--- config.mk ---
export PLATFORM = sky130hd
export DESIGN_NAME = stp_top
export DESIGN_NICKNAME = d
export VERILOG_FILES = /design/src/stp_pkg.sv /design/src/stp_coil.sv /design/src/stp_top.sv
export VERILOG_INCLUDE_DIRS = /design/src
export SDC_FILE = /design/constraint.sdc
export NUM_CORES = 1
export LEC_CHECK = 0
export BUFFER_PORTS_ARGS = -buffer_cell sky130_fd_sc_hd__buf_2
export CORE_ASPECT_RATIO = 1.25
export CORE_MARGIN = 2
export CORE_UTILIZATION = 57
export CTS_CLUSTER_DIAMETER = 30
export DETAILED_ROUTE_END_ITERATION = 10
export GPL_TIMING_DRIVEN = 0
export HOLD_SLACK_MARGIN = 0.08
export PLACE_DENSITY_LB_ADDON = 0.2
export SETUP_SLACK_MARGIN = 0.5
export SYNTH_ARGS = -nofsm -noshare
export SYNTH_HDL_FRONTEND = slang
export SYNTH_SLANG_ARGS = --single-unit
--- constraint.sdc ---
create_clock -name sys_clk -period 3.99 [get_ports sys_clk]
set_input_delay 0.798 -clock sys_clk [delete_from_list [all_inputs] [get_ports sys_clk]]
set_output_delay 0.798 -clock sys_clk [all_outputs]
set_load 0.05 [all_outputs]
--- src/stp_map.svh ---
// Purpose: Constants for the stepper driver serial control port
// Assumes: sys_clk at 250 MHz
// Notes:   Field positions are within the 12-bit setting word
`ifndef STP_MAP_SVH
`define STP_MAP_SVH

`define STP_WORD_BITS    12
`define STP_A_MD_BIT     11
`define STP_A_MAG_HI     10
`define STP_A_MAG_LO     7
`define STP_A_PH_BIT     6
`define STP_B_MD_BIT     5
`define STP_B_MAG_HI     4
`define STP_B_MAG_LO     1
`define STP_B_PH_BIT     0
`define STP_RESET_WORD   12'h000
`define STP_CLK_MHZ      250
`define STP_TPD_US       3
`define STP_TPD_CYC      (`STP_TPD_US * `STP_CLK_MHZ)
`define STP_OSC_DIV      10000

`endif

--- src/stp_pkg.sv ---
// Purpose: Types for the stepper driver serial control port
// Assumes: Included map header for constants
// Notes:   Types only
package stp_pkg;
    typedef enum logic [1:0] {
        STP_CH_IDLE,
        STP_CH_ON,
        STP_CH_OFF
    } stp_chop_e;
endpackage

--- src/stp_coil.sv ---
// Purpose: Per-coil chopper for one full bridge
// Assumes: Sense comparator already synchronised
// Notes:   Phase restart on polarity change
`timescale 1ns/1ps
`include "stp_map.svh"

module stp_coil
    import stp_pkg::*;
(
    // Clock and reset
    input  wire logic       sys_clk,
    input  wire logic       nrst,
    // Controls
    input  wire logic       enable,
    input  wire logic       period_start,
    input  wire logic       restart,
    input  wire logic       polarity,
    input  wire logic [3:0] magnitude,
    input  wire logic       sense_over,
    // Gate outputs
    output logic            high_gate,
    output logic            low_gate
);
    typedef struct packed {
        stp_chop_e st;
        logic      hg;
        logic      lg;
    } stp_coil_s;

    stp_coil_s s;
    stp_coil_s next_s;

    // Chopper sequence
    always_comb begin
        next_s = s;
        case (s.st)
            STP_CH_IDLE: begin
                if (period_start || restart) begin
                    next_s.st = sense_over ? STP_CH_OFF : STP_CH_ON;
                end
            end
            STP_CH_ON: begin
                if (sense_over) begin
                    next_s.st = STP_CH_OFF;
                end
            end
            STP_CH_OFF: begin
                if (period_start) begin
                    next_s.st = sense_over ? STP_CH_OFF : STP_CH_ON;
                end
            end
            default: next_s.st = STP_CH_IDLE;
        endcase
        if (restart) begin
            next_s.st = sense_over ? STP_CH_OFF : STP_CH_ON;
        end
        if (!enable || magnitude == 4'h0) begin
            next_s.st = STP_CH_IDLE;
        end
        next_s.hg = (next_s.st == STP_CH_ON) && polarity;
        next_s.lg = (next_s.st == STP_CH_ON) && !polarity;
    end

    // State register
    always_ff @(posedge sys_clk or negedge nrst) begin
        if (!nrst) begin
            s <= '{STP_CH_IDLE, 1'b0, 1'b0};
        end else begin
            s <= next_s;
        end
    end

    assign high_gate = s.hg;
    assign low_gate  = s.lg;

    // --------------------------------------------------
    // Checks
    // --------------------------------------------------
    property p_zero_off;
        @(posedge sys_clk) disable iff (!nrst)
        (magnitude == 4'h0) |=> !(s.hg || s.lg);
    endproperty
    a_zero_off: assert property (p_zero_off) else $error("gate on with zero magnitude");

    property p_skip_over;
        @(posedge sys_clk) disable iff (!nrst)
        (period_start && sense_over) |=> (s.st != STP_CH_ON);
    endproperty
    a_skip_over: assert property (p_skip_over) else $error("bridge on while sense over");

    property p_restart;
        @(posedge sys_clk) disable iff (!nrst)
        (restart && enable && magnitude != 4'h0 && !sense_over) |=> (s.st == STP_CH_ON);
    endproperty
    a_restart: assert property (p_restart) else $error("chopper not restarted");

    c_on: cover property (@(posedge sys_clk) disable iff (!nrst) s.st == STP_CH_ON);
endmodule

--- src/stp_top.sv ---
// Purpose: Serial control port and chopper of a dual full-bridge stepper driver
// Assumes: Serial pins asynchronous to sys_clk; sampled through two flops
// Notes:   Serial clock well below sys_clk/4
`timescale 1ns/1ps
`include "stp_map.svh"

// Operation
// - Serial port is a shift register; chainable or individually selected.
// - Frames under twelve bits are rejected; settings stay unchanged.
// - Serial output floats while disabled or deselected.
// - New polarity reaches gates within oscillator period plus microseconds.
// - Polarity change restarts that coil's chopper only.
// - Bridge stays off for the period if sense already exceeded.
// - Zero magnitude switches the coil fully off.
module stp_top
    import stp_pkg::*;
#(
    parameter int OSC_DIV = `STP_OSC_DIV
)
(
    // Clock and reset
    input  wire logic sys_clk,
    input  wire logic nrst,
    // Serial pins
    input  wire logic spi_sck,
    input  wire logic spi_cs_n,
    input  wire logic spi_sdi,
    output logic      spi_sdo,
    output logic      spi_sdo_oe_n,
    // Driver control
    input  wire logic driver_disable_in,
    input  wire logic coil_a_sense_input,
    input  wire logic coil_b_sense_input,
    // Settings shown
    output logic      coil_a_polarity,
    output logic      coil_b_polarity,
    output logic      coil_a_mixed_decay,
    output logic      coil_b_mixed_decay,
    // Gate outputs
    output logic      coil_a_high_gate,
    output logic      coil_a_low_gate,
    output logic      coil_b_high_gate,
    output logic      coil_b_low_gate
);
    // Elaboration check: the oscillator needs room for two ticks per period
    if (OSC_DIV < 4) begin : g_bad_div
        $error("OSC_DIV too small");
    end

    // ----------------------------------------------
    // State
    // ----------------------------------------------
    typedef struct packed {
        logic [1:0]  sck_s;
        logic [1:0]  cs_s;
        logic [1:0]  sdi_s;
        logic [1:0]  dis_s;
        logic [1:0]  sa_s;
        logic [1:0]  sb_s;
        logic        sck_d;
        logic        cs_d;
        logic [11:0] shreg;
        logic [4:0]  cnt;
        logic [11:0] word;
        logic        sdo;
        logic        oe_n;
        logic [31:0] osc;
        logic        tick_a;
        logic        tick_b;
        logic        rst_a;
        logic        rst_b;
    } stp_top_s;

    stp_top_s s;
    stp_top_s next_s;
    logic     sck_rise;
    logic     sck_fall;
    logic     cs_rise;

    // Edges from synchronised copies only
    assign sck_rise = s.sck_s[1] && !s.sck_d;
    assign sck_fall = !s.sck_s[1] && s.sck_d;
    assign cs_rise  = s.cs_s[1] && !s.cs_d;

    // Next state
    always_comb begin
        next_s        = s;
        next_s.sck_s  = {s.sck_s[0], spi_sck};
        next_s.cs_s   = {s.cs_s[0], spi_cs_n};
        next_s.sdi_s  = {s.sdi_s[0], spi_sdi};
        next_s.dis_s  = {s.dis_s[0], driver_disable_in};
        next_s.sa_s   = {s.sa_s[0], coil_a_sense_input};
        next_s.sb_s   = {s.sb_s[0], coil_b_sense_input};
        next_s.sck_d  = s.sck_s[1];
        next_s.cs_d   = s.cs_s[1];
        next_s.rst_a  = 1'b0;
        next_s.rst_b  = 1'b0;
        next_s.tick_a = 1'b0;
        next_s.tick_b = 1'b0;
        if (!s.cs_s[1] && sck_rise) begin
            next_s.shreg = {s.shreg[10:0], s.sdi_s[1]};
            if (s.cnt != 5'h1F) begin
                next_s.cnt = s.cnt + 5'h01;
            end
        end
        // Shifted-out bit for the next device in the chain
        if (!s.cs_s[1] && sck_fall) begin
            next_s.sdo = s.shreg[11];
        end
        if (s.cs_s[1]) begin
            next_s.cnt = 5'h00;
        end
        // latch on select rising; short frame dropped; last twelve kept
        if (cs_rise && s.cnt >= 5'(`STP_WORD_BITS) && !s.dis_s[1]) begin
            next_s.word  = s.shreg;
            next_s.rst_a = s.shreg[`STP_A_PH_BIT] != s.word[`STP_A_PH_BIT];
            next_s.rst_b = s.shreg[`STP_B_PH_BIT] != s.word[`STP_B_PH_BIT];
        end
        next_s.oe_n = s.dis_s[1] || s.cs_s[1];
        // Chopper oscillator; coils chopped half a period apart
        if (s.osc >= 32'(OSC_DIV - 1)) begin
            next_s.osc    = 32'h0000_0000;
            next_s.tick_a = 1'b1;
        end else begin
            next_s.osc = s.osc + 32'h0000_0001;
        end
        next_s.tick_b = (s.osc == 32'(OSC_DIV / 2));
    end

    // State register
    always_ff @(posedge sys_clk or negedge nrst) begin
        if (!nrst) begin
            s <= '0;
            s.cs_s  <= 2'h3;
            s.cs_d  <= 1'b1;
            s.oe_n  <= 1'b1;
            s.word  <= `STP_RESET_WORD;
        end else begin
            s <= next_s;
        end
    end

    // ----------------------------------------------
    // Coil choppers
    // ----------------------------------------------
    // polarity applied right after latch
    stp_coil u_coil_a (
        .sys_clk      (sys_clk),
        .nrst         (nrst),
        .enable       (!s.dis_s[1]),
        .period_start (s.tick_a),
        .restart      (s.rst_a),
        .polarity     (s.word[`STP_A_PH_BIT]),
        .magnitude    (s.word[`STP_A_MAG_HI:`STP_A_MAG_LO]),
        .sense_over   (s.sa_s[1]),
        .high_gate    (coil_a_high_gate),
        .low_gate     (coil_a_low_gate)
    );
    stp_coil u_coil_b (
        .sys_clk      (sys_clk),
        .nrst         (nrst),
        .enable       (!s.dis_s[1]),
        .period_start (s.tick_b),
        .restart      (s.rst_b),
        .polarity     (s.word[`STP_B_PH_BIT]),
        .magnitude    (s.word[`STP_B_MAG_HI:`STP_B_MAG_LO]),
        .sense_over   (s.sb_s[1]),
        .high_gate    (coil_b_high_gate),
        .low_gate     (coil_b_low_gate)
    );

    // Outputs from flops
    assign spi_sdo            = s.sdo;
    assign spi_sdo_oe_n       = s.oe_n;
    assign coil_a_polarity    = s.word[`STP_A_PH_BIT];
    assign coil_b_polarity    = s.word[`STP_B_PH_BIT];
    assign coil_a_mixed_decay = s.word[`STP_A_MD_BIT];
    assign coil_b_mixed_decay = s.word[`STP_B_MD_BIT];

    // ----------------------------------------------
    // Checks
    // ----------------------------------------------
    property p_short_drop;
        @(posedge sys_clk) disable iff (!nrst)
        (cs_rise && s.cnt < 5'(`STP_WORD_BITS)) |=> $stable(s.word);
    endproperty
    a_short_drop: assert property (p_short_drop) else $error("short frame changed settings");

    property p_latch;
        @(posedge sys_clk) disable iff (!nrst)
        (cs_rise && s.cnt >= 5'(`STP_WORD_BITS) && !s.dis_s[1]) |=> (s.word == $past(s.shreg));
    endproperty
    a_latch: assert property (p_latch) else $error("word not latched");

    property p_float;
        @(posedge sys_clk) disable iff (!nrst)
        ($past(spi_cs_n, 3) || $past(driver_disable_in, 3)) |-> spi_sdo_oe_n;
    endproperty
    a_float: assert property (p_float) else $error("sdo driven when idle");

    property p_restart_a;
        @(posedge sys_clk) disable iff (!nrst)
        $changed(s.word[`STP_A_PH_BIT]) |-> s.rst_a && !s.rst_b || $changed(s.word[`STP_B_PH_BIT]);
    endproperty
    a_restart_a: assert property (p_restart_a) else $error("restart missing");

    property p_pol_fast;
        @(posedge sys_clk) disable iff (!nrst)
        (s.rst_a && !s.dis_s[1] && s.word[10:7] != 4'h0 && !s.sa_s[1])
            |-> ##[1:2] (coil_a_high_gate == s.word[`STP_A_PH_BIT]);
    endproperty
    a_pol_fast: assert property (p_pol_fast) else $error("polarity slow");

    c_frame: cover property (@(posedge sys_clk) disable iff (!nrst) cs_rise && s.cnt == 5'h10);
    c_short: cover property (@(posedge sys_clk) disable iff (!nrst) cs_rise && s.cnt == 5'h0B);
    c_flip: cover property (@(posedge sys_clk) disable iff (!nrst) s.rst_b);
endmodule

==> impl_metrics.toml, run 1 <==
[global_route]
gr-usage-all-layers_pct = 16.97
globalRouteMet1Util_pct = 20.47
grt.busiest_layer = "met2"
grt_pass1_vias = 1911
overflow = 0
antenna_found_initial = 0
grt_pass1_wl_um = 8521
met2_usage_pct = 27.55
grt_max_degree = 46
grtUsageMet3_pct = 5.022

[timing]
fin_tns_setup_ps = 0
rsz0062_at_grt = "false"
drv_slew = 0
fmax_ghz = 0.4446
finClkSkew_ps = 9.487
setup_viol = 0
post-route-min-period_ps = 2249
max_slew_margin_pct = 47.67
finalCritPeriodShare_pct = 56.37
finalHoldViolCount = 0
worst_pin_slew_ps = 783.2

[routing]
firstDrtPassIters = 4
drt_iter0_drc = 98
post_drt_via_cell_ratio = 5.219
routedWlPerCell_um = 13.36
ant_nets = 0
num_vias = 1884
wirelength_um = 4823
post-route-drc-count = 0

[yosys]
ys_types = 39
yosys.area.top_type_share_pct = 62.68
synth_edf_count = 0
synth_area_leaders = "dfrtp_1, mux2_2, dfstp_2"
syn_inst = 244
synth-seq-cells = 89
synth_top_cell_by_area = "dfrtp_1"
syn_area_um2 = 3393
synth-async-reset-ratio_pct = 100.0
avgSynthCellArea_um2 = 13.91
synth_flop_cell = "dfrtp_1"
ys_warn_count = 0
yosysSeqAreaShare_pct = 65.78

[critical_path]
crit_start = "next_s[67]"
crit_path_start_kind = "flip-flop"
arrival_ps = 2480
critPathMaxFanout = 10
r2r-start = "next_s[67]"
critPathRequiredTime_ps = 4220
path_class = "flip-flop to flip-flop"
cp-end-kind = "flip-flop"
reg2reg_depth = 4

[cts]
clock_latency_ps = 350
cts_made_buffers = 9
cts.clk_slew.worst_paths_ps = 80
numClockSinks = 89
cts_root_buffer = "clkbuf_8"
cts_tree = "built"
htreeDepth = 3
cts_resized = 0
cts.path.max_buffers = 2
cts_setup_buffers = 0
cts_hold_buffers = 0

[pwr]
power-per-cell-area_nw_per_um2 = 426.6
leakagePower_nw = 1.736
ir_worst_vdd_mv = 0.3050

[worst_hold_path]
hp-class = "flip-flop to flip-flop"
min_from = "next_s[70]"
whs_path_depth = 0

[floorplanning]
die_w_um = 73.01
ios = 18
coreArea_um2 = 5779
rows = 31
start_util_pct = 58.71
die_h_um = 90.27
dieArea_um2 = 6590

[final_layout]
stdcell_area_um2 = 3831
layout-drive-gt1-share_pct = 27.12
areaGrowthSynthToFinish_pct = 12.91
nNetsFinal = 303
final_common_cell = "dfrtp_1"
fill_cells = 436
final_cell_mix = "dfrtp_1, mux2_2, buf_2, conb_1, nor3_1"
n_antenna_cell = 0

[placed_design]
gp_congestion = 0.8172
hpwl_um = 3274
io_buffers = 17
placed_area_um2 = 3647

[flow_run]
cap_violations = 0

[outcome]
status = "completed"
[report_power, final]
group	internal, mW	leakage, nW	switching, mW	total (mW)
logic	0.0424	0.502	0.0382	0.0805
registers	0.959	1.14	0.0369	0.996
clock network	0.263	0.0898	0.294	0.558
total	1.26	1.74	0.369	1.63
[stage by stage]
step           total power [mW]  hold WS [ps]  setup WS (ps)  std cells  util, %
2_1_floorplan             1.055         331.2           2020        261        -
3_3_place_gp              1.090         332.7           1418        344    62.72
3_5_place_dp              1.098         337.1           1712        345    63.11
4_1_cts                   1.659         355.6           1692        361    66.29
5_1_grt                   1.708         358.4           1502        361    66.29
6_report                  1.634         352.8           1741        361    66.29
[per-layer routing]
metal / part of all wire (%) / vias to the layer above / wire, um
met3: 2.7 / 9 / 131
met1: 44 / 936 / 2120
met5: 0 / - / 0
met2: 52 / 19 / 2487
li1: - / 920 / -
met4: 1.7 / 0 / 84
[state kept, by name, indices dropped and copies added (netlist names)]
name                cells
coil_a_mixed_decay      1
coil_a_polarity         1
coil_b_mixed_decay      1
coil_b_polarity         1
next_s                  8
s                      67
spi_sdo                 1
spi_sdo_oe_n            1
u_coil_a.high_gate      1
u_coil_a.low_gate       1
u_coil_a.s              2
u_coil_b.high_gate      1
u_coil_b.low_gate       1
u_coil_b.s              2
[Yosys cell counts (2+ instances only)]
cell	number
dfrtp_1	85
mux2_2	24
nor3_1	12
nor2_1	11
xnor2_1	10
nor3_2	9
nand2_1	8
inv_1	7
xor2_1	7
a21oi_1	6
nand4_1	6
nor4_1	6
ha_1	5
and2_1	4
dfstp_2	4
nand3_1	4
or2_2	4
clkbuf_1	3
and3_1	2
buf_2	2
nand3b_1	2
nor3b_1	2
o21ai_0	2
o41ai_1	2
or3_1	2
or4_1	2
[kinds of logic after synthesis]
group / after synthesis / share of synthesized area (%)
other: 1 / 0.1105
AOI/OAI and AO/OA: 12 / 2.139
xor gates and xnor gates: 17 / 4.388
and+or+nand+nor: 80 / 14.82
muxes: 26 / 8.591
adders and majority gates: 5 / 1.844
DFF: 89 / 65.78
buffers and inverters: 14 / 2.323
[worst max-delay path, stage by stage (launching register included)]
cell	delay, ps
dfstp_2	530
clkbuf_1	300
nor4b_2	580
buf_2	360
mux2_2	360
[path summary, 6_finish.rpt]
| check | to | slack (ps) |
|---|---|---|
| max in group asynchronous | spi_sdo_oe_n | 2900 |
| worst max-delay path | s[42] | 1740 |
| min in group asynchronous | s[74] | 430 |
| worst min-delay path | s[70] | 350 |
| worst max register to register | s[42] | 1740 |
| worst min register to register | s[70] | 350 |
[area by class of cell]
cell class	instances	area, um2	area share, %
flip-flops and latches	89	2232	58.26
multi-input cells	158	1146	29.92
clock buffers	13	158.9	4.148
repair buffers	18	107.6	2.809
well taps	66	82.58	2.155
plain buffers	7	52.55	1.372
inverters	7	26.28	0.6858
clock inverters	3	25.02	0.6532
Note: power is estimated with default switching activity, not from simulation.
==> inputs of run 2 (changes only) <==
==> constraint.sdc (replaced) <==
create_clock -name sys_clk -period 2.3 [get_ports sys_clk]
set_input_delay 0.46 -clock sys_clk [delete_from_list [all_inputs] [get_ports sys_clk]]
set_output_delay 0.46 -clock sys_clk [all_outputs]
set_load 0.05 [all_outputs]
==> run 2 against run 1 <==
- global-route usage grew 0.55 points
- total power rose by 86%
- largest cell class unchanged
- design area rose by 5.7%
- clock-buffer cell count down 2
- sequential share of layout area shrank 3.1 points
==> impl_metrics.toml, run 2 (synthesis results as in run 1) <==
[cts]
cts_made_buffers = 9
cts.clk_slew.worst_paths_ps = 80
htreeDepth = 3
cts.path.max_buffers = 2
numClockSinks = 89
cts_root_buffer = "clkbuf_8"
clock_latency_ps = 350
cts_tree = "built"

[pwr]
power-per-cell-area_nw_per_um2 = 751.9
ir_worst_vdd_mv = 0.5278
leakagePower_nw = 1.818

[critical_path]
reg2reg_depth = 5
cpPeakStageDelay_ps = 520
endpoint = "s[5]"
r2r-start = "s[27]"
critPathRequiredTime_ps = 2570
path_class = "flip-flop to flip-flop"
crit_start = "s[27]"
crit_buf_inv = 2
cp_cell_sequence = "or4_1, or4_4, buf_8, clkbuf_16, nor3b_2"
cp-end-kind = "flip-flop"
crit_family = "simple AND/OR/NAND/NOR gates"
r2r-end = "s[5]"
r2r_slack_ps = 450
arrival_ps = 2120
critPathMaxFanout = 8
crit_cells = 5
crit_path_start_kind = "flip-flop"
slowest_stage = "or4_1"

[final_layout]
nNetsFinal = 311
largest_reg_flops = 67
final_common_cell = "dfrtp_1"
largest-register = "s"
final_cell_mix = "dfrtp_1, mux2_2, conb_1, buf_2"
layout-drive-gt1-share_pct = 33.44
areaGrowthSynthToFinish_pct = 19.40
n_antenna_cell = 0

[worst_hold_path]
hp-class = "input port to asynchronous set/reset pin"

[routing]
wirelength_um = 5262
post_drt_via_cell_ratio = 5.296
num_vias = 1949
ant_nets = 0
routedWlPerCell_um = 14.30
drt_iter0_drc = 93
post-route-drc-count = 0
firstDrtPassIters = 4

[flow_run]
cap_violations = 0

[placed_design]
io_buffers = 17
hpwl_um = 3363
gp_congestion = 0.8113
place_ws_ps = 224.1

[global_route]
antenna_found_initial = 0
grt_pass1_wl_um = 8818
grt_pass1_vias = 1946
gr-usage-all-layers_pct = 17.51
overflow = 0
grt_max_degree = 46

[timing]
fin_tns_setup_ps = 0
worst_pin_slew_ps = 695.3
layout_setup_ws_ps = 450.5
fmax_ghz = 0.5407
finClkSkew_ps = 11.35
finalCritPeriodShare_pct = 80.41
setup_viol = 0
finalHoldViolCount = 0
drv_slew = 0
post-route-min-period_ps = 1850
rsz0062_at_grt = "true"
max_slew_margin_pct = 53.04

[floorplanning]
start_util_pct = 58.71
dieArea_um2 = 6590
coreArea_um2 = 5779
rows = 31
ios = 18
die_w_um = 73.01
die_h_um = 90.27

[outcome]
status = "completed"
==> run 2: timing repair <==
action / CTS / global route
hold buffers: 0 / 0
resized for setup: 8 / 15
pin swaps: 2 / 13
buffers inserted: 3 / 4
cloned: 0 / 1
setup endpoints to repair: 37 / 29
==> run 2: worst min path at each step <==
stage	from	end	slack (ps)	cells after the start
2_1_floorplan	nrst	coil_a_mixed_decay	160	0
3_3_place_gp	next_s[74]	s[74]	330	0
3_5_place_dp	next_s[70]	s[70]	340	0
4_1_cts	nrst	s[52]	100	1
5_1_grt	nrst	s[52]	110	1
6_report	nrst	s[52]	90	1
==> run 2: worst register-to-register path, cell delays in order (launching register included) <==
cell and delay, ps:
dfrtp_1 370, or4_1 520, or4_4 430, buf_8 160, clkbuf_16 160, nor3b_2 140
==> run 2: layout make-up <==
cell class                      count  area (um2)
Sequential cell                    89        2233
Fill cell                         396        1728
Multi-Input combinational cell    158        1239
Timing Repair Buffer               26       185.2
Clock buffer                       11       141.4
Tap cell                           66       82.58
Clock inverter                      4       76.32
Buffer                              7       67.56
Inverter                            7       26.28
==> run 2: stage by stage <==
stage | cell area, um2 | hold slack, ps | power, mW | util [%] | cells
floorplan | 3471 | 164.4 | 1.832 | - | 261
global placement | 3638 | 333.2 | 1.892 | 62.96 | 344
detailed placement | 3661 | 335.6 | 1.907 | 63.35 | 345
CTS | 3931 | 98.68 | 3.075 | 68.02 | 363
global route | 4051 | 113.6 | 3.181 | 70.10 | 368
finish | 4051 | 93.75 | 3.046 | 70.10 | 368
==> run 2: where the power goes <==
group          internal, mW  total, mW  switching, mW  leakage (nW)
sequential             1.66       1.73         0.0663          1.14
combinational        0.0826      0.153         0.0705         0.569
clock                 0.640       1.16          0.522         0.106
==> run 2: layer usage <==
layer | track usage (%) | vias up | routed length (um)
met3 | 6.027 | 8 | 177
met2 | 27.33 | 29 | 2762
met1 | 22.39 | 968 | 2246
met4 | 6.636 | 0 | 76
met5 | 0 | - | 0
li1 | - | 944 | -
